===== config.mk =====
export PLATFORM = sky130hd
export DESIGN_NAME = shp_cmd_port
export DESIGN_NICKNAME = d
export VERILOG_FILES = /design/src/inc/shp_pkg.sv /design/src/hdl/shp_pin_sync.sv /design/src/hdl/shp_cmd_port.sv
export SDC_FILE = /design/constraint.sdc
export NUM_CORES = 1
export LEC_CHECK = 0
export BUFFER_PORTS_ARGS = -buffer_cell sky130_fd_sc_hd__buf_2
export CORE_ASPECT_RATIO = 1.4
export CORE_MARGIN = 2
export CORE_UTILIZATION = 25
export DETAILED_ROUTE_END_ITERATION = 10
export SLEW_MARGIN = 15
export SYNTH_ARGS = -nofsm -noshare
export SYNTH_HDL_FRONTEND = slang
export SYNTH_SLANG_ARGS = --single-unit

===== constraint.sdc =====
create_clock -name sys_clk -period 2.67 [get_ports sys_clk]
set_clock_uncertainty 0.2 [all_clocks]
set_input_delay 0.1335 -clock sys_clk [delete_from_list [all_inputs] [get_ports sys_clk]]
set_output_delay 0.1335 -clock sys_clk [all_outputs]
set_load 0.1 [all_outputs]

===== src/inc/shp_pkg.sv =====
// shared constants, state codes and command decoding for the serial host command port
// assumes a 100 MHz system clock and a host that frames every transaction with its select line
`default_nettype none

package shp_pkg;

  // ==========================================================================
  // timing
  localparam int CLK_PERIOD_NS = 10;                          // sys_clk period
  localparam int POLL_TIME_NS  = 250000;                      // write poll period
  localparam int POLL_CYCLES   = POLL_TIME_NS / CLK_PERIOD_NS; // longest time, rounded down

  // ==========================================================================
  // command byte fields
  localparam int CMD_DATA_BIT = 7;                            // set: data bytes follow
  localparam int CMD_READ_BIT = 6;                            // set: device replies
  localparam int CMD_TWO_BIT  = 5;                            // set: two data bytes

  // ==========================================================================
  // addresses handled inside the block
  localparam logic [7:0] ADDR_MODE   = 8'h81;                 // rx/tx mode, one byte
  localparam logic [7:0] ADDR_MASK   = 8'h82;                 // interrupt mask, one byte
  localparam logic [7:0] ADDR_DIV0   = 8'ha4;                 // first of four divider entries
  localparam logic [7:0] ADDR_STATUS = 8'hc6;                 // status, one byte read

  // ==========================================================================
  // fields and reset values
  localparam int         MODE_RX_BIT  = 0;
  localparam int         MODE_TX_BIT  = 1;
  localparam logic [7:0] MODE_RESET   = 8'h00;                // idle after reset
  localparam logic [7:0] MASK_RESET   = 8'h00;                // every event masked
  localparam logic [7:0] STATUS_RESET = 8'h00;
  localparam int         DIV_W        = 12;
  localparam int         NUM_DIV      = 4;
  // defaults suit a 6.144 MHz reference
  localparam logic [11:0] DIV_DEFAULT [0:3] = '{12'h020, 12'h200, 12'h140, 12'h008};

  // ==========================================================================
  // transaction states
  typedef enum logic [3:0] {
    ST_IDLE  = 4'b0001,                                       // deselected
    ST_ADDR  = 4'b0010,                                       // shifting address byte
    ST_WDATA = 4'b0100,                                       // shifting write data
    ST_RDATA = 4'b1000                                        // replying
  } shp_state_t;
  // a zero-length frame rests in ST_ADDR and a completed write in ST_WDATA, both with done flag, see module

  // number of data bytes the address byte announces
  function automatic logic [1:0] shp_cmd_len(input logic [7:0] a);
    if (!a[CMD_DATA_BIT]) begin
      return 2'h0;
    end
    return a[CMD_TWO_BIT] ? 2'h2 : 2'h1;
  endfunction

  // does the address byte ask for a reply
  function automatic logic shp_cmd_rd(input logic [7:0] a);
    return a[CMD_DATA_BIT] & a[CMD_READ_BIT];
  endfunction

endpackage

`default_nettype wire


===== src/hdl/shp_pin_sync.sv =====
// two-flop synchroniser plus edge finder for a group of pins
// assumes every input is asynchronous to sys_clk
`default_nettype none
`timescale 1ns/1ps

module shp_pin_sync #(
  parameter int WIDTH = 3
) (
  input  wire logic             sys_clk,
  input  wire logic             reset_n,
  input  wire logic             clk_en,
  input  wire logic [WIDTH-1:0] pin_in,
  output logic      [WIDTH-1:0] pin_sync,
  output logic      [WIDTH-1:0] pin_rise,
  output logic      [WIDTH-1:0] pin_fall
);

  // ==========================================================================
  // synchroniser stages
  logic [WIDTH-1:0] meta_reg;                                 // read only by sync_reg
  logic [WIDTH-1:0] sync_reg;                                 // safe level
  logic [WIDTH-1:0] prev_reg;                                 // delayed copy for edges

  // select idles high, so every stage resets to one and no false select edge follows reset
  always_ff @(posedge sys_clk or negedge reset_n) begin
    if (!reset_n) begin
      meta_reg <= '1;
      sync_reg <= '1;
      prev_reg <= '1;
    end else if (clk_en) begin
      meta_reg <= pin_in;
      sync_reg <= meta_reg;
      prev_reg <= sync_reg;
    end
  end

  // edges from the second and third stages only
  assign pin_sync = sync_reg;
  assign pin_rise = sync_reg & ~prev_reg;
  assign pin_fall = ~sync_reg & prev_reg;

endmodule

`default_nettype wire


===== src/hdl/shp_cmd_port.sv =====
// serial host command port, device side: framing, shifting, reply, write poll,
// divider staging and open-drain interrupt
// assumes host pins are asynchronous to sys_clk and the host clock is at most 5 MHz
//
// Overview of operation
// - one address byte, then optional data bytes
// - sample data bit on serial clock rise
// - reply bit valid during serial clock high
// - address byte decides data byte count
// - bytes shift most significant bit first
// - commands act on select rising edge
// - serial clock may idle low or high
// - writes taken up within poll period
// - reply pin released unless replying
// - interrupt only for unmasked status events
// - interrupt pin is open drain
// - divider entries apply on entering rx/tx
// - divider defaults suit 6.144 MHz reference
`default_nettype none
`timescale 1ns/1ps

module shp_cmd_port #(
  parameter int POLL_CYCLES = shp_pkg::POLL_CYCLES
) (
  input  wire logic        sys_clk,
  input  wire logic        reset_n,
  input  wire logic        clk_en,
  input  wire logic        bus_select_n,
  input  wire logic        serial_clock_in,
  input  wire logic        command_data_in,
  output logic             reply_data_out,
  output logic             reply_data_oe_n,
  output logic             host_interrupt_n_out,
  output logic             host_interrupt_oe_n,
  input  wire logic [7:0]  status_event,
  output logic             rd_req,
  output logic [7:0]       rd_addr,
  input  wire logic [15:0] rd_data,
  output logic             upd_valid,
  output logic [7:0]       upd_addr,
  output logic [15:0]      upd_data,
  output logic             cmd_strobe,
  output logic [7:0]       cmd_addr,
  output logic             mode_rx,
  output logic             mode_tx,
  output logic [11:0]      div_ref,
  output logic [11:0]      div_pll,
  output logic [11:0]      div_vco,
  output logic [11:0]      div_adc
);

  // ==========================================================================
  // pin sampling
  logic [2:0] pin_s;                                          // {sel_n, sck, din}
  logic [2:0] pin_r;
  logic [2:0] pin_f;
  logic       sel_n_s;
  logic       sel_rise;
  logic       sck_rise;
  logic       sck_fall;
  logic       din_s;

  shp_pin_sync #(.WIDTH(3)) u_sync (
    .sys_clk   (sys_clk),
    .reset_n   (reset_n),
    .clk_en    (clk_en),
    .pin_in    ({bus_select_n, serial_clock_in, command_data_in}),
    .pin_sync  (pin_s),
    .pin_rise  (pin_r),
    .pin_fall  (pin_f)
  );

  assign sel_n_s  = pin_s[2];
  assign sel_rise = pin_r[2];
  // only edges seen while selected count, so either idle level is fine
  assign sck_rise = pin_r[1] & ~sel_n_s;
  assign sck_fall = pin_f[1] & ~sel_n_s;
  assign din_s    = pin_s[0];

  // ==========================================================================
  // frame state
  shp_pkg::shp_state_t state_reg;                             // transaction phase
  logic [2:0]  bit_cnt_reg;                                   // bit within byte
  logic [1:0]  byte_cnt_reg;                                  // data bytes taken
  logic        done_reg;                                      // frame complete
  logic [7:0]  in_sh_reg;                                     // receive shifter
  logic [7:0]  addr_reg;                                      // address byte
  logic [15:0] wdata_reg;                                     // write data
  logic [7:0]  new_byte;
  logic [1:0]  addr_len;
  logic        byte_end;

  assign new_byte = {in_sh_reg[6:0], din_s};
  assign addr_len = shp_pkg::shp_cmd_len(addr_reg);
  assign byte_end = sck_rise && (bit_cnt_reg == 3'h7);

  // state and counters; surplus bytes after a complete frame are ignored
  always_ff @(posedge sys_clk or negedge reset_n) begin
    if (!reset_n) begin
      state_reg    <= shp_pkg::ST_IDLE;
      bit_cnt_reg  <= 3'h0;
      byte_cnt_reg <= 2'h0;
      done_reg     <= 1'b0;
    end else if (clk_en) begin
      if (sel_n_s) begin
        state_reg    <= shp_pkg::ST_IDLE;
        bit_cnt_reg  <= 3'h0;
        byte_cnt_reg <= 2'h0;
        done_reg     <= 1'b0;
      end else if (state_reg == shp_pkg::ST_IDLE) begin
        state_reg <= shp_pkg::ST_ADDR;
      end else if (sck_rise) begin
        bit_cnt_reg <= bit_cnt_reg + 3'h1;
        if (byte_end && !done_reg) begin
          case (state_reg)
            shp_pkg::ST_ADDR: begin
              // address decides what follows
              if (shp_pkg::shp_cmd_len(new_byte) == 2'h0) begin
                done_reg <= 1'b1;
              end else if (shp_pkg::shp_cmd_rd(new_byte)) begin
                state_reg <= shp_pkg::ST_RDATA;
              end else begin
                state_reg <= shp_pkg::ST_WDATA;
              end
            end
            shp_pkg::ST_WDATA: begin
              byte_cnt_reg <= byte_cnt_reg + 2'h1;
              if (byte_cnt_reg + 2'h1 == addr_len) begin
                done_reg <= 1'b1;
              end
            end
            // replies run on until deselect, zeros after the last byte
            default: begin
              state_reg <= state_reg;
            end
          endcase
        end
      end
    end
  end

  // receive shifter and captured bytes
  always_ff @(posedge sys_clk or negedge reset_n) begin
    if (!reset_n) begin
      in_sh_reg <= 8'h00;
      addr_reg  <= 8'h00;
      wdata_reg <= 16'h0000;
    end else if (clk_en && sck_rise && state_reg != shp_pkg::ST_IDLE) begin
      in_sh_reg <= new_byte;
      if (byte_end && !done_reg && state_reg == shp_pkg::ST_ADDR) begin
        addr_reg <= new_byte;
      end
      if (byte_end && !done_reg && state_reg == shp_pkg::ST_WDATA) begin
        wdata_reg <= {wdata_reg[7:0], new_byte};
      end
    end
  end

  // ==========================================================================
  // reply path
  logic        rd_req_reg;                                    // read request pulse
  logic        ld_reg;                                        // load reply shifter
  logic [15:0] reply_sh_reg;
  logic        reply_reg;
  logic        reply_oe_n_reg;
  logic [7:0]  status_reg;
  logic [7:0]  status_snap_reg;                               // bits sent to host
  logic        is_status;

  assign is_status = (addr_reg == shp_pkg::ADDR_STATUS);

  // request one cycle after the address byte, load the cycle after that
  always_ff @(posedge sys_clk or negedge reset_n) begin
    if (!reset_n) begin
      rd_req_reg      <= 1'b0;
      ld_reg          <= 1'b0;
      reply_sh_reg    <= 16'h0000;
      status_snap_reg <= 8'h00;
      reply_reg       <= 1'b0;
    end else if (clk_en) begin
      rd_req_reg <= byte_end && state_reg == shp_pkg::ST_ADDR && !done_reg
                    && shp_pkg::shp_cmd_rd(new_byte);
      ld_reg     <= rd_req_reg;
      if (ld_reg) begin
        // one-byte replies sit in the upper half so bit 7 leaves first
        if (is_status) begin
          reply_sh_reg    <= {status_reg, 8'h00};
          status_snap_reg <= status_reg;
        end else if (addr_len == 2'h2) begin
          reply_sh_reg <= rd_data;
        end else begin
          reply_sh_reg <= {rd_data[7:0], 8'h00};
        end
      end else if (sck_fall && state_reg == shp_pkg::ST_RDATA) begin
        // change on the falling edge, so the bit is steady while clock is high
        reply_reg    <= reply_sh_reg[15];
        reply_sh_reg <= {reply_sh_reg[14:0], 1'b0};
      end
    end
  end

  // drive only while replying
  always_ff @(posedge sys_clk or negedge reset_n) begin
    if (!reset_n) begin
      reply_oe_n_reg <= 1'b1;
    end else if (clk_en) begin
      reply_oe_n_reg <= (state_reg != shp_pkg::ST_RDATA) || sel_n_s;
    end
  end

  assign rd_req          = rd_req_reg;
  assign rd_addr         = addr_reg;
  assign reply_data_out  = reply_reg;
  assign reply_data_oe_n = reply_oe_n_reg;

  // ==========================================================================
  // end of frame actions and write poll
  logic                           wr_new;                     // write frame ended
  logic                           pend_reg;                   // write awaiting poll
  logic [7:0]                     pend_addr_reg;
  logic [15:0]                    pend_data_reg;
  logic [$clog2(POLL_CYCLES)-1:0] poll_cnt_reg;
  logic                           poll_tick;
  logic                           rel;                        // pending write taken up
  logic                           cmd_reg;

  assign wr_new    = sel_rise && done_reg && addr_len != 2'h0
                     && !shp_pkg::shp_cmd_rd(addr_reg);
  assign poll_tick = (poll_cnt_reg == ($clog2(POLL_CYCLES))'(POLL_CYCLES - 1));
  // a write to another register flushes the slot early so it is not lost
  assign rel       = pend_reg && (poll_tick || (wr_new && pend_addr_reg != addr_reg));

  // free-running poll timer
  always_ff @(posedge sys_clk or negedge reset_n) begin
    if (!reset_n) begin
      poll_cnt_reg <= '0;
    end else if (clk_en) begin
      poll_cnt_reg <= poll_tick ? '0 : poll_cnt_reg + 1'b1;
    end
  end

  // one pending slot; a second write to the same register replaces the first
  always_ff @(posedge sys_clk or negedge reset_n) begin
    if (!reset_n) begin
      pend_reg      <= 1'b0;
      pend_addr_reg <= 8'h00;
      pend_data_reg <= 16'h0000;
    end else if (clk_en) begin
      if (wr_new) begin
        pend_reg      <= 1'b1;
        pend_addr_reg <= addr_reg;
        pend_data_reg <= wdata_reg;
      end else if (rel) begin
        pend_reg <= 1'b0;
      end
    end
  end

  // zero-length commands strobe at deselect
  always_ff @(posedge sys_clk or negedge reset_n) begin
    if (!reset_n) begin
      cmd_reg <= 1'b0;
    end else if (clk_en) begin
      cmd_reg <= sel_rise && done_reg && addr_len == 2'h0;
    end
  end

  assign cmd_strobe = cmd_reg;
  assign cmd_addr   = addr_reg;

  // ==========================================================================
  // released writes: local registers or out to the core
  logic [7:0]  mode_reg;
  logic [7:0]  mask_reg;
  logic        upd_reg;
  logic [7:0]  upd_addr_reg;
  logic [15:0] upd_data_reg;
  logic        mode_enter;

  assign mode_enter = rel && pend_addr_reg == shp_pkg::ADDR_MODE
                      && ((pend_data_reg[shp_pkg::MODE_RX_BIT] && !mode_reg[shp_pkg::MODE_RX_BIT])
                      || (pend_data_reg[shp_pkg::MODE_TX_BIT] && !mode_reg[shp_pkg::MODE_TX_BIT]));

  always_ff @(posedge sys_clk or negedge reset_n) begin
    if (!reset_n) begin
      mode_reg     <= shp_pkg::MODE_RESET;
      mask_reg     <= shp_pkg::MASK_RESET;
      upd_reg      <= 1'b0;
      upd_addr_reg <= 8'h00;
      upd_data_reg <= 16'h0000;
    end else if (clk_en) begin
      upd_reg <= 1'b0;
      if (rel) begin
        if (pend_addr_reg == shp_pkg::ADDR_MODE) begin
          mode_reg <= pend_data_reg[7:0];
        end else if (pend_addr_reg == shp_pkg::ADDR_MASK) begin
          mask_reg <= pend_data_reg[7:0];
        end else if (pend_addr_reg[7:2] != shp_pkg::ADDR_DIV0[7:2]) begin
          upd_reg      <= 1'b1;
          upd_addr_reg <= pend_addr_reg;
          upd_data_reg <= pend_data_reg;
        end
      end
    end
  end

  assign upd_valid = upd_reg;
  assign upd_addr  = upd_addr_reg;
  assign upd_data  = upd_data_reg;
  assign mode_rx   = mode_reg[shp_pkg::MODE_RX_BIT];
  assign mode_tx   = mode_reg[shp_pkg::MODE_TX_BIT];

  // ==========================================================================
  // clock divider entries: staged on write, applied on entering rx or tx
  logic [11:0] div_stage_reg  [0:3];
  logic [11:0] div_active_reg [0:3];

  for (genvar i = 0; i < shp_pkg::NUM_DIV; i++) begin : g_div
    always_ff @(posedge sys_clk or negedge reset_n) begin
      if (!reset_n) begin
        div_stage_reg[i]  <= shp_pkg::DIV_DEFAULT[i];
        div_active_reg[i] <= shp_pkg::DIV_DEFAULT[i];
      end else if (clk_en) begin
        if (rel && pend_addr_reg == {shp_pkg::ADDR_DIV0[7:2], 2'(i)}) begin
          div_stage_reg[i] <= pend_data_reg[11:0];
        end
        if (mode_enter) begin
          div_active_reg[i] <= div_stage_reg[i];
        end
      end
    end
  end

  assign div_ref = div_active_reg[0];
  assign div_pll = div_active_reg[1];
  assign div_vco = div_active_reg[2];
  assign div_adc = div_active_reg[3];

  // ==========================================================================
  // status and interrupt
  logic [7:0] status_clr;
  logic       irq_cause;
  logic       irq_reg;

  // bits the host has read clear at deselect; a new event in that cycle wins
  assign status_clr = (sel_rise && state_reg == shp_pkg::ST_RDATA && is_status)
                      ? status_snap_reg : 8'h00;
  assign irq_cause  = |(status_reg & mask_reg);

  always_ff @(posedge sys_clk or negedge reset_n) begin
    if (!reset_n) begin
      status_reg <= shp_pkg::STATUS_RESET;
      irq_reg    <= 1'b0;
    end else if (clk_en) begin
      status_reg <= (status_reg & ~status_clr) | status_event;
      irq_reg    <= irq_cause;
    end
  end

  // only ever pull low; released otherwise
  assign host_interrupt_n_out = 1'b0;
  assign host_interrupt_oe_n  = ~irq_reg;

  // ==========================================================================
  // checks
  logic [$clog2(POLL_CYCLES)+1:0] pend_age_reg;               // cycles a write waits

  always_ff @(posedge sys_clk or negedge reset_n) begin
    if (!reset_n) begin
      pend_age_reg <= '0;
    end else if (clk_en) begin
      pend_age_reg <= (wr_new || !pend_reg) ? '0 : pend_age_reg + 1'b1;
    end
  end
endmodule

`default_nettype wire


**Word level (Yosys, flattened, before mapping)**

Cells that the tools add are included.

- Add/subtract/negate cells: 3
- Eq/ne operators: 23
- Mux-type cells: 52
- Bitwise operators: 17
- Reductions and logical operators: 65

Operators by type and width:

| operator | number |
|---|---|
| $mux 16 | 4 |
| $eq 8x8->1 const B | 7 |
| $mux 2 | 16 |
| $mux 4 | 7 |
| $logic_and 1x1->1 | 26 |
| $reduce_and 2->1 | 10 |
| $mux 1 | 19 |
| $and 8x8->8 | 2 |
| $add 15x1->15 const B | 1 |
| $eq 15x15->1 const B | 1 |
| $mux 15 | 1 |
| $reduce_and 5->1 | 3 |
| $reduce_and 3->1 | 4 |
| $reduce_bool 2->1 | 6 |
| $reduce_bool 3->1 | 4 |
| $mux 3 | 3 |
| $ne 3x2->1 const B | 3 |
| $mux 8 | 1 |
| $ne 8x8->1 | 1 |
| $not 8->8 | 1 |
| $or 8x8->8 | 1 |
| $reduce_or 8->1 | 1 |
| $reduce_and 7->1 | 1 |
| $ne 6x6->1 const B | 1 |
| other kinds (23) | 36 |

- Bits in registers: 259
- Output and inout bits: 97
- Logic and storage cells: 196

**Longest topological paths before layout**

Gate-level depths: netlist (run 1).

- Depth in word-level cells: 24
- Mapped depth: 8
- Mapped depth without buffers: 7

**By module**

Synthesis (run 1) repeated with hierarchy kept, for this count alone.

- Cell total of the unflattened synthesis: 803
- Area, all modules: 10981.8 um^2

Modules (own cells, without submodules):

| module | times used | cells each | area an instance (um^2) | sequential area each (um^2) |
|---|---|---|---|---|
| shp_cmd_port | 1 | 778 | 10561.4 | 6271.0 |
| shp_pin_sync | 1 | 25 | 420.4 | 236.5 |

**Worst setup path after synthesis (run 1)**

OpenSTA, ideal clock, no wires.

- Kind: reg-to-reg
- Start point: reg addr_reg[7], in the netlist cmd_addr[7]
- End point: reg div_active_reg (netlist bit div_pll[0])
- Arrival time: 2.665 ns
- Data required time: 2.342 ns
- Path slack: -0.324 ns
- Cell stages (with the launch flop): 8
- Path buffers: 2
- Cell sequence: dfrtp_1 xor2_1 nor4_1 a21boi_2 o2111ai_1 buf_2 buf_4 mux2_1

- Longest elaborated chain between the ends: 10
- Elaborated cells between the ends (all ways): 13
- Classes of those cells: eq/ne (1); mux (1); bitwise (1); reduce/logical (10)

Ends and longest elaborated chain:

| item | RTL line | RTL |
|---|---|---|
| from (decl) | shp_cmd_port.sv:87 | `logic [7:0] addr_reg;` |
| from (signal assigned) | shp_cmd_port.sv:151 | `addr_reg <= new_byte;` |
| $mux 2 | shp_pkg.sv:53 | `return a[CMD_TWO_BIT] ? 2'h2 : 2'h1;` |
| $reduce_bool 2->1 | shp_cmd_port.sv:227 | `assign wr_new = sel_rise && done_reg && addr_len != 2'h0` |
| $logic_and 1x1->1 | shp_cmd_port.sv:227 |  |
| $logic_and 1x1->1 | shp_cmd_port.sv:228 | `&& !shp_pkg::shp_cmd_rd(addr_reg);` |
| $logic_and 1x1->1 * | shp_cmd_port.sv:231 | `assign rel = pend_reg && (poll_tick \|\| (wr_new && pend_addr_reg != addr_reg));` |
| $logic_or 1x1->1 * | shp_cmd_port.sv:231 |  |
| $logic_and 1x1->1 * | shp_cmd_port.sv:231 |  |
| $logic_and 1x1->1 * | shp_cmd_port.sv:280 | `assign mode_enter = rel && pend_addr_reg == shp_pkg::ADDR_MODE` |
| $logic_and 1x1->1 * | shp_cmd_port.sv:281 | `&& ((pend_data_reg[shp_pkg::MODE_RX_BIT] && !mode_reg[shp_pkg::MODE_RX_BIT])` |
| $reduce_and 2->1 (no line) * | -- |  |
| to (signal, indexed assignment) | shp_cmd_port.sv:322 | `div_active_reg[i] <= shp_pkg::DIV_DEFAULT[i];` |
| to (signal, indexed assignment) | shp_cmd_port.sv:328 | `div_active_reg[i] <= div_stage_reg[i];` |
| to (decl) | shp_cmd_port.sv:316 | `logic [11:0] div_active_reg [0:3];` |

Mark *: on every way between the ends. The rest lies on a longest branch, timed or not.
A chain may end at the register's enable or synchronous reset.

**Final worst setup path (run 1)**

- Start point: reg u_sync.sync_reg[2], in the netlist u_sync.pin_sync[2]
- End point: reg mask_reg[6]

- Longest elaborated chain between the ends: 8

Ends and longest elaborated chain:

| item | RTL line | RTL |
|---|---|---|
| from (decl) | shp_pin_sync.sv:21 | `logic [WIDTH-1:0] sync_reg;` |
| from (signal assigned) | shp_pin_sync.sv:32 | `sync_reg <= meta_reg;` |
| $and 3x3->3 | shp_pin_sync.sv:39 | `assign pin_rise = sync_reg & ~prev_reg;` |
| $logic_and 1x1->1 (2 in series) | shp_cmd_port.sv:227 |  |
| $logic_and 1x1->1 | shp_cmd_port.sv:228 |  |
| $logic_and 1x1->1 | shp_cmd_port.sv:231 |  |
| $logic_or 1x1->1 | shp_cmd_port.sv:231 |  |
| $logic_and 1x1->1 | shp_cmd_port.sv:231 |  |
| $reduce_and 4->1 (no line) | -- |  |
| to (signal assigned) | shp_cmd_port.sv:287 | `mask_reg <= shp_pkg::MASK_RESET;` |
| to (signal assigned) | shp_cmd_port.sv:297 | `mask_reg <= pend_data_reg[7:0];` |
| to (decl) | shp_cmd_port.sv:274 | `logic [7:0] mask_reg;` |

No other way between the ends.

==> impl_metrics.yaml, run 1 <==
critical_path:
  worst_setup_path_end_kind: "flip-flop"
  crit_arrival_ps: 2720
  cp.required_ps: 2890
  critPathMaxFanout: 9
  cp-start-kind: "flip-flop"
  worst-setup-path-type: "flip-flop to flip-flop"
synthesis:
  ys_ff_latch: 258
  synth_area_um2: 10690
  seq_area_frac_synth_pct: 60.61
  synth_edf_count: 0
  async_flop_share_pct: 100.0
  yosysUniqueCellTypes: 57
  ys.flop_type: "dfrtp_1"
  avgSynthCellArea_um2: 13.96
  synth_cells: 766
  syn-num-nets: 799
  yosys_warnings: 0
grt:
  antenna_found_initial: 0
  use_met3_pct: 1.603
  top_usage_layer: "met2"
  grt_pass1_wl_um: 39410
  use_met2_pct: 19.10
  use_met1_pct: 15.14
  grtUsageTotal_pct: 11.27
  grt_overflow_total: 0
  grt_max_degree: 73
  grt_pass1_vias: 6803
clock_tree:
  cts-resized-gates: 0
  cts_tree: "yes"
  clock-sinks: 258
  clkTransAtPathRegs_ps: 60
  post_cts_buffers: 0
  cts_buffer_depth: 3
  clk_latency_ps: 540
  htreeDepth: 1
  cts-root-buf: "clkbuf_16"
  cts_made_buffers: 29
sta:
  relSlewSlack_pct: 38.77
  max_slew.worst_pin.slew_ps: 905.7
  slew_violations: 0
  post-route-min-period_ps: 2502
  whs_ps: 37.20
  fin_ws_ps: 168.2
  rsz0062_at_grt: "true"
  setup_viol: 0
  max_clock_freq_mhz: 399.7
  timing.final.crit_share_pct: 93.70
  hold_viol_final: 0
detailed_routing:
  drtIter0Drc: 312
  firstDrtPassIters: 4
  wl_um: 25060
  drt-wirelength-per-cell_um: 16.54
  ant_nets: 0
  drc: 0
  num_vias: 6657
  avgViaCountPerCell: 4.394
layout:
  area_growth_pct: 25.94
  stdcell_area_um2: 13470
  final_cells: 1515
  largest_reg_flops: 48
  layout-drive-gt1-share_pct: 45.20
  finalNetCount: 979
  insertedDiodeCount: 0
place:
  routabilityCongestion: 0.7872
  pre_cts_ws_ps: 152.4
  port-buffer-count: 125
  place_area_um2: 12150
  dpl.hpwl_um: 17620
  dp.cells: 1431
hold_path:
  hold_path.class: "input port to flip-flop"
power_and_ir_drop:
  seq_power_share_pct: 48.3
  power_frac_comb_pct: 4.8
  p_sw_mw: 1.912
  power_density_nw_per_um2: 636.3
  p_total_mw: 8.569
  peakVddDrop_uv: 455.2
  clkPwrFrac_pct: 46.9
  swShare_pct: 22.31
  power.internal_mw: 6.657
  p_leak_nw: 6.746
floorplanning:
  core_um2: 42200
  dieWidth_um: 178.8
  io-pin-count: 127
  chipHeight_um: 248.7
  start_util_pct: 25.34
  die_area_um2: 44460
  rows: 89
run_status:
  outcome: "finished, final reports clean"
run:
  max_cap_viol_count: 0
cells in the final DEF (no fill, tap or decap), drive strengths merged, types with 9 or more instances in the layout:
cell type / netlist / layout
dfrtp: 238 / 238
mux2: 213 / 213
buf: 30 / 162
nand2: 46 / 46
clkbuf: 12 / 42
o21ai: 30 / 30
dlygate4sd3: 0 / 29
dfstp: 20 / 20
nor2: 17 / 17
inv: 16 / 17
a22o: 13 / 13
xor2: 12 / 12
nor2b: 11 / 11
xnor2: 10 / 10
mux2i: 9 / 9
power by group through the flow:
| stage | clock [mW] | combinational (mW) | sequential, mW |
|---|---|---|---|
| 6_report | 4.02 | 0.412 | 4.14 |
| 5_1_grt | 4.31 | 0.473 | 4.16 |
| 4_1_cts | 4.14 | 0.418 | 4.14 |
| 3_5_place_dp | 0 | 0.378 | 4.21 |
| 3_3_place_gp | 0 | 0.367 | 4.20 |
| 2_1_floorplan | 0 | 0.213 | 4.17 |
through the flow:
stage | TNS [ps] | util [%]
CTS | 0 | 31.89
global placement | 0 | 28.78
finish | 0 | 31.91
floorplan | 0 | -
global route | -65.59 | 31.91
detailed placement | 0 | 28.78
layout make-up:
cell class              instances  area (um2)
flip-flops and latches        258        6494
clock inverters                12       127.6
fillers                      4184       28740
clock buffers                  42       864.6
multi-input cells             450        3951
well taps                     546       683.2
inverters                      16       60.06
repair buffers                191        1286
worst max-delay path: stages, from the launching register on:
cell and delay, ps:
dfstp_2 530, nand3b_1 110, nor3b_1 250, a21boi_2 470
o211a_1 450, mux2_2 380
metal layers:
metal	wire length [um]	share of wire, %
met2	12210	49
met4	382	1.5
met1	11420	46
met3	1053	4.2
met5	0	0
path summary, 6_finish.rpt:
check / startpoint / end / slack, ps / cells after the start
max: u_sync.pin_sync[2]$_DFFE_PN1P_ / mask_reg[6]$_DFFE_PN0P_ / 170 / 5
min: rd_data[15] / reply_sh_reg[15]$_DFFE_PN0P_ / 40 / 5
max reg2reg: u_sync.pin_sync[2]$_DFFE_PN1P_ / mask_reg[6]$_DFFE_PN0P_ / 170 / 5
min reg2reg: div_stage_reg[17]$_DFFE_PN0P_ / div_vco[5]$_DFFE_PN0P_ / 260 / 1
max in group asynchronous: reset_n / div_stage_reg[3]$_DFFE_PN1P_ / 1320 / 4
min in group asynchronous: reset_n / div_adc[6]$_DFFE_PN0P_ / 520 / 4
timing repair:
action                                  CTS  global route
endpoints found under the hold margin   275             0
endpoints found under the setup margin    0             6
hold buffers                             30             0
cell families after synthesis:
kind of cell               count (synthesis)  synth area share, %
AOI/OAI and AO/OA                         77                4.926
muxes                                    222                23.27
DFF                                      258                60.61
and+or+nand+nor                          125                6.319
xor gates and xnor gates                  22                1.802
buffers and inverters                     58                2.680
adders and majority gates                  3               0.3511
other                                      1              0.03507
synthesized netlist by cell type, types with 4 or more instances:
library cell | n | area [um2]
a31oi_1 | 8 | 50.05
xnor2_1 | 10 | 87.58
o2bb2ai_1 | 4 | 35.03
buf_1 | 4 | 15.01
nor2_1 | 17 | 63.81
nor2b_1 | 11 | 68.82
dfstp_2 | 20 | 525.5
nor4_1 | 5 | 31.28
mux2i_1 | 9 | 90.09
mux2_1 | 22 | 247.7
nor3_1 | 7 | 35.03
nand2_1 | 46 | 172.7
a22o_1 | 13 | 113.9
nor3b_1 | 4 | 30.03
o21ai_1 | 4 | 20.02
buf_2 | 13 | 65.06
mux2_2 | 191 | 2151
nand2b_1 | 4 | 25.02
dfrtp_1 | 238 | 5956
xor2_1 | 12 | 105.1
clkbuf_1 | 12 | 45.04
and3_1 | 4 | 25.02
inv_1 | 16 | 60.06
nand4_1 | 5 | 31.28
o21ai_0 | 26 | 130.1
buf_4 | 12 | 90.09
(Power assumes the default switching activity.)
==> run 2: changes to the inputs <==
--- a/config.mk
+++ b/config.mk
@@ -10,6 +10,7 @@
 export CORE_MARGIN = 2
 export CORE_UTILIZATION = 25
 export DETAILED_ROUTE_END_ITERATION = 10
+export RECOVER_POWER = 25
 export SLEW_MARGIN = 15
 export SYNTH_ARGS = -nofsm -noshare
 export SYNTH_HDL_FRONTEND = slang
==> run 2 against run 1 <==
  * Worst setup slack worse by 7.9 ps
  * First-iteration DRC count grew 3.5%
  * Sequential power is essentially flat
  * Final area decreased by 0.49%
  * Hold slack lost 0.72 ps
  * Die area stayed put
  * Maximum frequency is 0.32% lower
  * Register-to-register slack hardly changed
  * Critical path type unchanged
  * Critical endpoint unchanged
  * Largest cell class unchanged
==> impl_metrics.yaml, run 2 (synthesis results as in run 1) <==
power_and_ir_drop:
  p_sw_mw: 1.911
  swShare_pct: 22.34
  p_leak_nw: 6.719
  power_density_nw_per_um2: 638.6
  power_frac_comb_pct: 4.7
  peakVddDrop_uv: 454.2
  clkPwrFrac_pct: 46.9
  seq_power_share_pct: 48.4
  power.internal_mw: 6.646
layout:
  finalNetCount: 979
  final_cells: 1515
  fillers: 4194
  layout-drive-gt1-share_pct: 45.10
  stdcell_area_um2: 13400
  final_common_cell: "dfrtp_1"
  regArea_um2: 6494
  layout_common_cells: "dfrtp_1 (230), mux2_2 (191), buf_2 (124)"
  largest_reg_flops: 48
  area_growth_pct: 25.32
  multi_input_area_um2: 3951
  insertedDiodeCount: 0
clock_tree:
  cts-root-buf: "clkbuf_16"
  cts_made_buffers: 29
  post_cts_buffers: 0
  cts-resized-gates: 0
  clkTransAtPathRegs_ps: 60
  htreeDepth: 1
  cts_buffer_depth: 3
  clk_latency_ps: 540
  cts_tree: "yes"
  clock-sinks: 258
critical_path:
  worst-setup-path-type: "flip-flop to flip-flop"
  cp-start-kind: "flip-flop"
  crit_arrival_ps: 2730
  critPathMaxFanout: 9
  reg2reg_slack_ps: 160
  worst_setup_path_end_kind: "flip-flop"
  cp.required_ps: 2890
detailed_routing:
  ant_nets: 0
  firstDrtPassIters: 4
  wl_um: 25040
  avgViaCountPerCell: 4.391
  drtIter0Drc: 323
  num_vias: 6652
  drt-wirelength-per-cell_um: 16.53
  drc: 0
floorplanning:
  rows: 89
  die_area_um2: 44460
  start_util_pct: 25.34
  io-pin-count: 127
  core_um2: 42200
  chipHeight_um: 248.7
  dieWidth_um: 178.8
run:
  max_cap_viol_count: 0
run_status:
  outcome: "finished, final reports clean"
place:
  dpl.hpwl_um: 17620
  place_area_um2: 12150
  port-buffer-count: 125
  routabilityCongestion: 0.7872
  dp.cells: 1431
grt:
  grt_max_degree: 73
  grt_pass1_wl_um: 39410
  grt_overflow_total: 0
  grtUsageTotal_pct: 11.27
  grt_pass1_vias: 6803
  antenna_found_initial: 0
sta:
  max_slew.worst_pin.slew_ps: 1360
  rsz0062_at_grt: "true"
  relSlewSlack_pct: 9.346
  post-route-min-period_ps: 2510
  slew_violations: 0
  setup_viol: 0
  timing.final.crit_share_pct: 94.00
  max_clock_freq_mhz: 398.5
  hold_viol_final: 0
hold_path:
  hold_path.class: "input port to flip-flop"
-- run 2: cell count changes in the layout (fill, tap and decap cells not counted), sizes merged --
cell,previous run,this run
buf,162,156
clkbuf,42,48
-- run 2: path summary, 6_finish.rpt --
check                                                     from                            to  cells past startpoint
worst min register to register   div_stage_reg[17]$_DFFE_PN0P_        div_vco[5]$_DFFE_PN0P_                      1
max in group asynchronous                              reset_n       mask_reg[6]$_DFFE_PN0P_                      4
worst max register to register  u_sync.pin_sync[2]$_DFFE_PN1P_       mask_reg[6]$_DFFE_PN0P_                      5
min in group asynchronous                              reset_n       cmd_addr[6]$_DFFE_PN0P_                      4
worst min-delay path                               rd_data[15]  reply_sh_reg[15]$_DFFE_PN0P_                      5
worst max-delay path            u_sync.pin_sync[2]$_DFFE_PN1P_       mask_reg[6]$_DFFE_PN0P_                      5
-- run 2: power by group through the flow --
| stage | logic [mW] | clock network (mW) | registers [mW] |
|---|---|---|---|
| after floorplan | 0.213 | 0 | 4.17 |
| after global placement | 0.367 | 0 | 4.20 |
| after detailed placement | 0.378 | 0 | 4.21 |
| after CTS | 0.418 | 4.14 | 4.14 |
| after global routing | 0.459 | 4.31 | 4.16 |
| final | 0.399 | 4.02 | 4.14 |
-- run 2: layer usage --
| metal | part of all wire [%] | up-vias | GRT usage (%) |
|---|---|---|---|
| met5 | 0 | - | 0 |
| met4 | 1.5 | 0 | 2.485 |
| met3 | 4.3 | 29 | 1.603 |
| met2 | 49 | 154 | 19.10 |
| met1 | 45 | 3366 | 15.14 |
| li1 | - | 3103 | - |
-- run 2: layout make-up --
| cell class | instances | area share, % |
|---|---|---|
| clock inverter | 12 | 0.9524 |
| sequential | 258 | 48.46 |
| tap | 546 | 5.098 |
| inverter | 16 | 0.4482 |
| clock buffer | 42 | 6.452 |
| multi-input combinational | 450 | 29.49 |
| timing repair buffer | 191 | 9.104 |
-- run 2: per-stage QoR --
stage	setup TNS, ps	setup slack [ps]	hold slack (ps)	utilization (%)	power [mW]
floorplan	0	4.922	-362.1	-	4.382
global placement	0	153.3	-126.3	28.78	4.570
detailed placement	0	152.4	-128.6	28.78	4.586
CTS	0	150.9	36.86	31.89	8.699
global route	-65.59	-18.21	81.91	31.75	8.927
finish	0	160.3	36.48	31.75	8.558
-- run 2: worst max-delay path, cell delays in order (launching register included) --
cell and delay, ps:
dfstp_2 530, nand3b_1 110, nor3b_1 250, a21boi_2 480
o211a_1 440, mux2_2 380
-- run 2: what timing repair did --
item / CTS / global route
hold buffers: 30 / 0
endpoints found under the setup margin: 0 / 6
hold endpoints to repair: 275 / 0
==> run 3: changes to the inputs <==
--- a/config.mk
+++ b/config.mk
@@ -10,6 +10,7 @@
 export CORE_MARGIN = 2
 export CORE_UTILIZATION = 25
 export DETAILED_ROUTE_END_ITERATION = 10
+export GPL_TIMING_DRIVEN = 0
 export RECOVER_POWER = 25
 export SLEW_MARGIN = 15
 export SYNTH_ARGS = -nofsm -noshare
==> run 3 against run 2 <==
  * The flow now finishes with violations (max-capacitance violations, max-slew violations)
  * Worst setup slack got worse by 98 ps
  * Via count up 1.3%
  * Final area grew 0.42%
  * Sequential power about the same
  * Register-to-register slack got worse by 98 ps
  * Die area is the same
  * Sequential share of layout area fell by 0.20 points
  * Power decreased by 3.4%
  * Maximum frequency is 3.7% lower
  * Non-clock buffer count rose by 17
  * Global-route usage increased by 0.15 points
  * Clock-buffer cell count is 5 lower
  * Critical path type unchanged
  * Highest routed layer unchanged
==> impl_metrics.yaml, run 3 (synthesis results as in run 1) <==
clock_tree:
  cts_buffer_depth: 3
  clk_latency_ps: 530
  clkTransAtPathRegs_ps: 60
  cts_made_buffers: 28
  htreeDepth: 1
  cts_tree: "yes"
  cts-root-buf: "clkbuf_16"
  clock-sinks: 258
sta:
  setup_viol: 0
  timing.final.crit_share_pct: 97.65
  max_clock_freq_mhz: 383.5
  relSlewSlack_pct: -29.78
  post-route-min-period_ps: 2607
  slew_violations: 84
  setup_tns_ps: 0
  hold_viol_final: 0
  whs_ps: 15.91
  rsz0062_at_grt: "true"
  max_slew.worst_pin.slew_ps: 1947
critical_path:
  worst_setup_path_end_kind: "flip-flop"
  r2r-end: "mask_reg[6]$_DFFE_PN0P_"
  crit_slowest_cell: "dfstp_2"
  reg2reg_slack_ps: 60
  crit_arrival_ps: 2810
  critPathMaxFanout: 8
  crit_chain: "nand3b_1 -> nor3b_2 -> a21boi_4 -> buf_4 -> o211a_1 -> clkbuf_4 -> mux2_2"
  reg2reg_from: "u_sync.pin_sync[2]$_DFFE_PN1P_"
  reg2reg_depth: 7
  cp-start-kind: "flip-flop"
  crit_path_max_incr_delay_ps: 560
  worst-setup-path-type: "flip-flop to flip-flop"
  cp.required_ps: 2880
layout:
  layout-drive-gt1-share_pct: 45.93
  final_cells: 1530
  regArea_um2: 6494
  layout_common_cells: "dfrtp_1 (230), mux2_2 (191), buf_2 (128)"
  finalNetCount: 995
  area_growth_pct: 25.85
  insertedDiodeCount: 0
  largest_reg_flops: 48
  final_common_cell: "dfrtp_1"
  fillers: 4198
  multi_input_area_um2: 4019
power_and_ir_drop:
  p_leak_nw: 6.732
  swShare_pct: 22.69
  clkPwrFrac_pct: 45.3
  seq_power_share_pct: 50.0
  power_frac_comb_pct: 4.7
  peakVddDrop_uv: 428.4
  power.internal_mw: 6.391
  power_density_nw_per_um2: 614.4
  p_sw_mw: 1.876
hold_path:
  holdPathStages: 5
  hold_path.class: "input port to flip-flop"
  holdPathEnd: "reply_sh_reg[14]$_DFFE_PN0P_"
  min_from: "rd_data[14]"
detailed_routing:
  drt-wirelength-per-cell_um: 16.73
  firstDrtPassIters: 4
  num_vias: 6736
  drtIter0Drc: 219
  wl_um: 25600
  avgViaCountPerCell: 4.403
  ant_nets: 0
  drc: 0
floorplanning:
  chipHeight_um: 248.7
  rows: 89
  io-pin-count: 127
  die_area_um2: 44460
  core_um2: 42200
  dieWidth_um: 178.8
  start_util_pct: 25.34
grt:
  grt_max_degree: 96
  grt_pass1_wl_um: 39860
  antenna_found_initial: 0
  grt_pass1_vias: 6849
  grtUsageTotal_pct: 11.42
  grt_overflow_total: 0
run_status:
  violations: "max-capacitance violations, max-slew violations"
  outcome: "finished with violations"
place:
  dp.cells: 1439
  dpl.hpwl_um: 18030
  routabilityCongestion: 0.7726
  port-buffer-count: 125
run:
  max_cap_viol_count: 1
[run 3: cell count changes in the layout (fill, tap and decap cells not counted), sizes merged]
cell / delta
clkinvlp: +1
bufinv: -1
clkbuf: +8
clkinv: +3
buf: +7
dlygate4sd3: -3
[run 3: per-layer routing]
layer  vias to the layer above  track usage [%]  wire (um)
met1                      3432            15.17      11270
met2                       148            19.36      12690
met5                         -                0          0
li1                       3125                -          -
met3                        31            1.587       1114
met4                         0            2.997        522
[run 3: metrics by stage]
step / power (mW) / instance area, um2 / worst slack [ps] / utilization (%)
2_1_floorplan: 4.382 / 10710 / 4.922 / -
4_1_cts: 8.395 / 13350 / 12.29 / 31.63
6_report: 8.268 / 13460 / 62.69 / 31.88
3_5_place_dp: 4.570 / 12080 / -436.4 / 28.62
5_1_grt: 8.607 / 13460 / -56.45 / 31.88
3_3_place_gp: 4.546 / 12010 / -4267 / 28.47
[run 3: power by group through the flow]
stage | Clock (mW) | Combinational, mW | Sequential (mW)
final | 3.75 | 0.389 | 4.13
after global placement | 0 | 0.346 | 4.20
after CTS | 3.86 | 0.403 | 4.13
after global routing | 4.02 | 0.441 | 4.15
after floorplan | 0 | 0.213 | 4.17
after detailed placement | 0 | 0.367 | 4.20
[run 3: how the worst max path moves through the flow]
stage | startpoint | endpoint | cells after the start
after detailed placement | cmd_addr[3]$_DFFE_PN0P_ | status_reg[6]$_DFFE_PN0P_ | 5
after global placement | reset_n | cmd_addr[7]$_DFFE_PN0P_ | 1
after floorplan | cmd_addr[3]$_DFFE_PN0P_ | div_pll[0]$_DFFE_PN0P_ | 7
final | u_sync.pin_sync[2]$_DFFE_PN1P_ | mask_reg[6]$_DFFE_PN0P_ | 7
after global routing | poll_cnt_reg[10]$_DFFE_PN0P_ | div_pll[8]$_DFFE_PN0P_ | 7
after CTS | poll_cnt_reg[10]$_DFFE_PN0P_ | mask_reg[6]$_DFFE_PN0P_ | 6
[run 3: repair_timing]
action,in CTS,in global routing
endpoints found under the hold margin,260,0
gates resized for setup,16,20
hold buffers,26,0
setup buffers,4,9
pin swaps,3,5
setup endpoints to repair,69,102
[run 3: critical path: cells and delay by family, from the launching register on]
family,cells,cell delay [ps]
compound gates,2,580
flops,1,560
simple gates,2,420
buf+inv,2,380
mux,1,350
[run 3: cell type report]
class                      instances  share of cell area (%)
clock buffer                      37                   5.914
clock inverter                    15                  0.8089
timing repair buffer             166                   7.587
sequential                       258                   48.26
inverter                          16                  0.4463
multi-input combinational        450                   29.87
tap                              546                   5.077
buffer                            42                   2.046
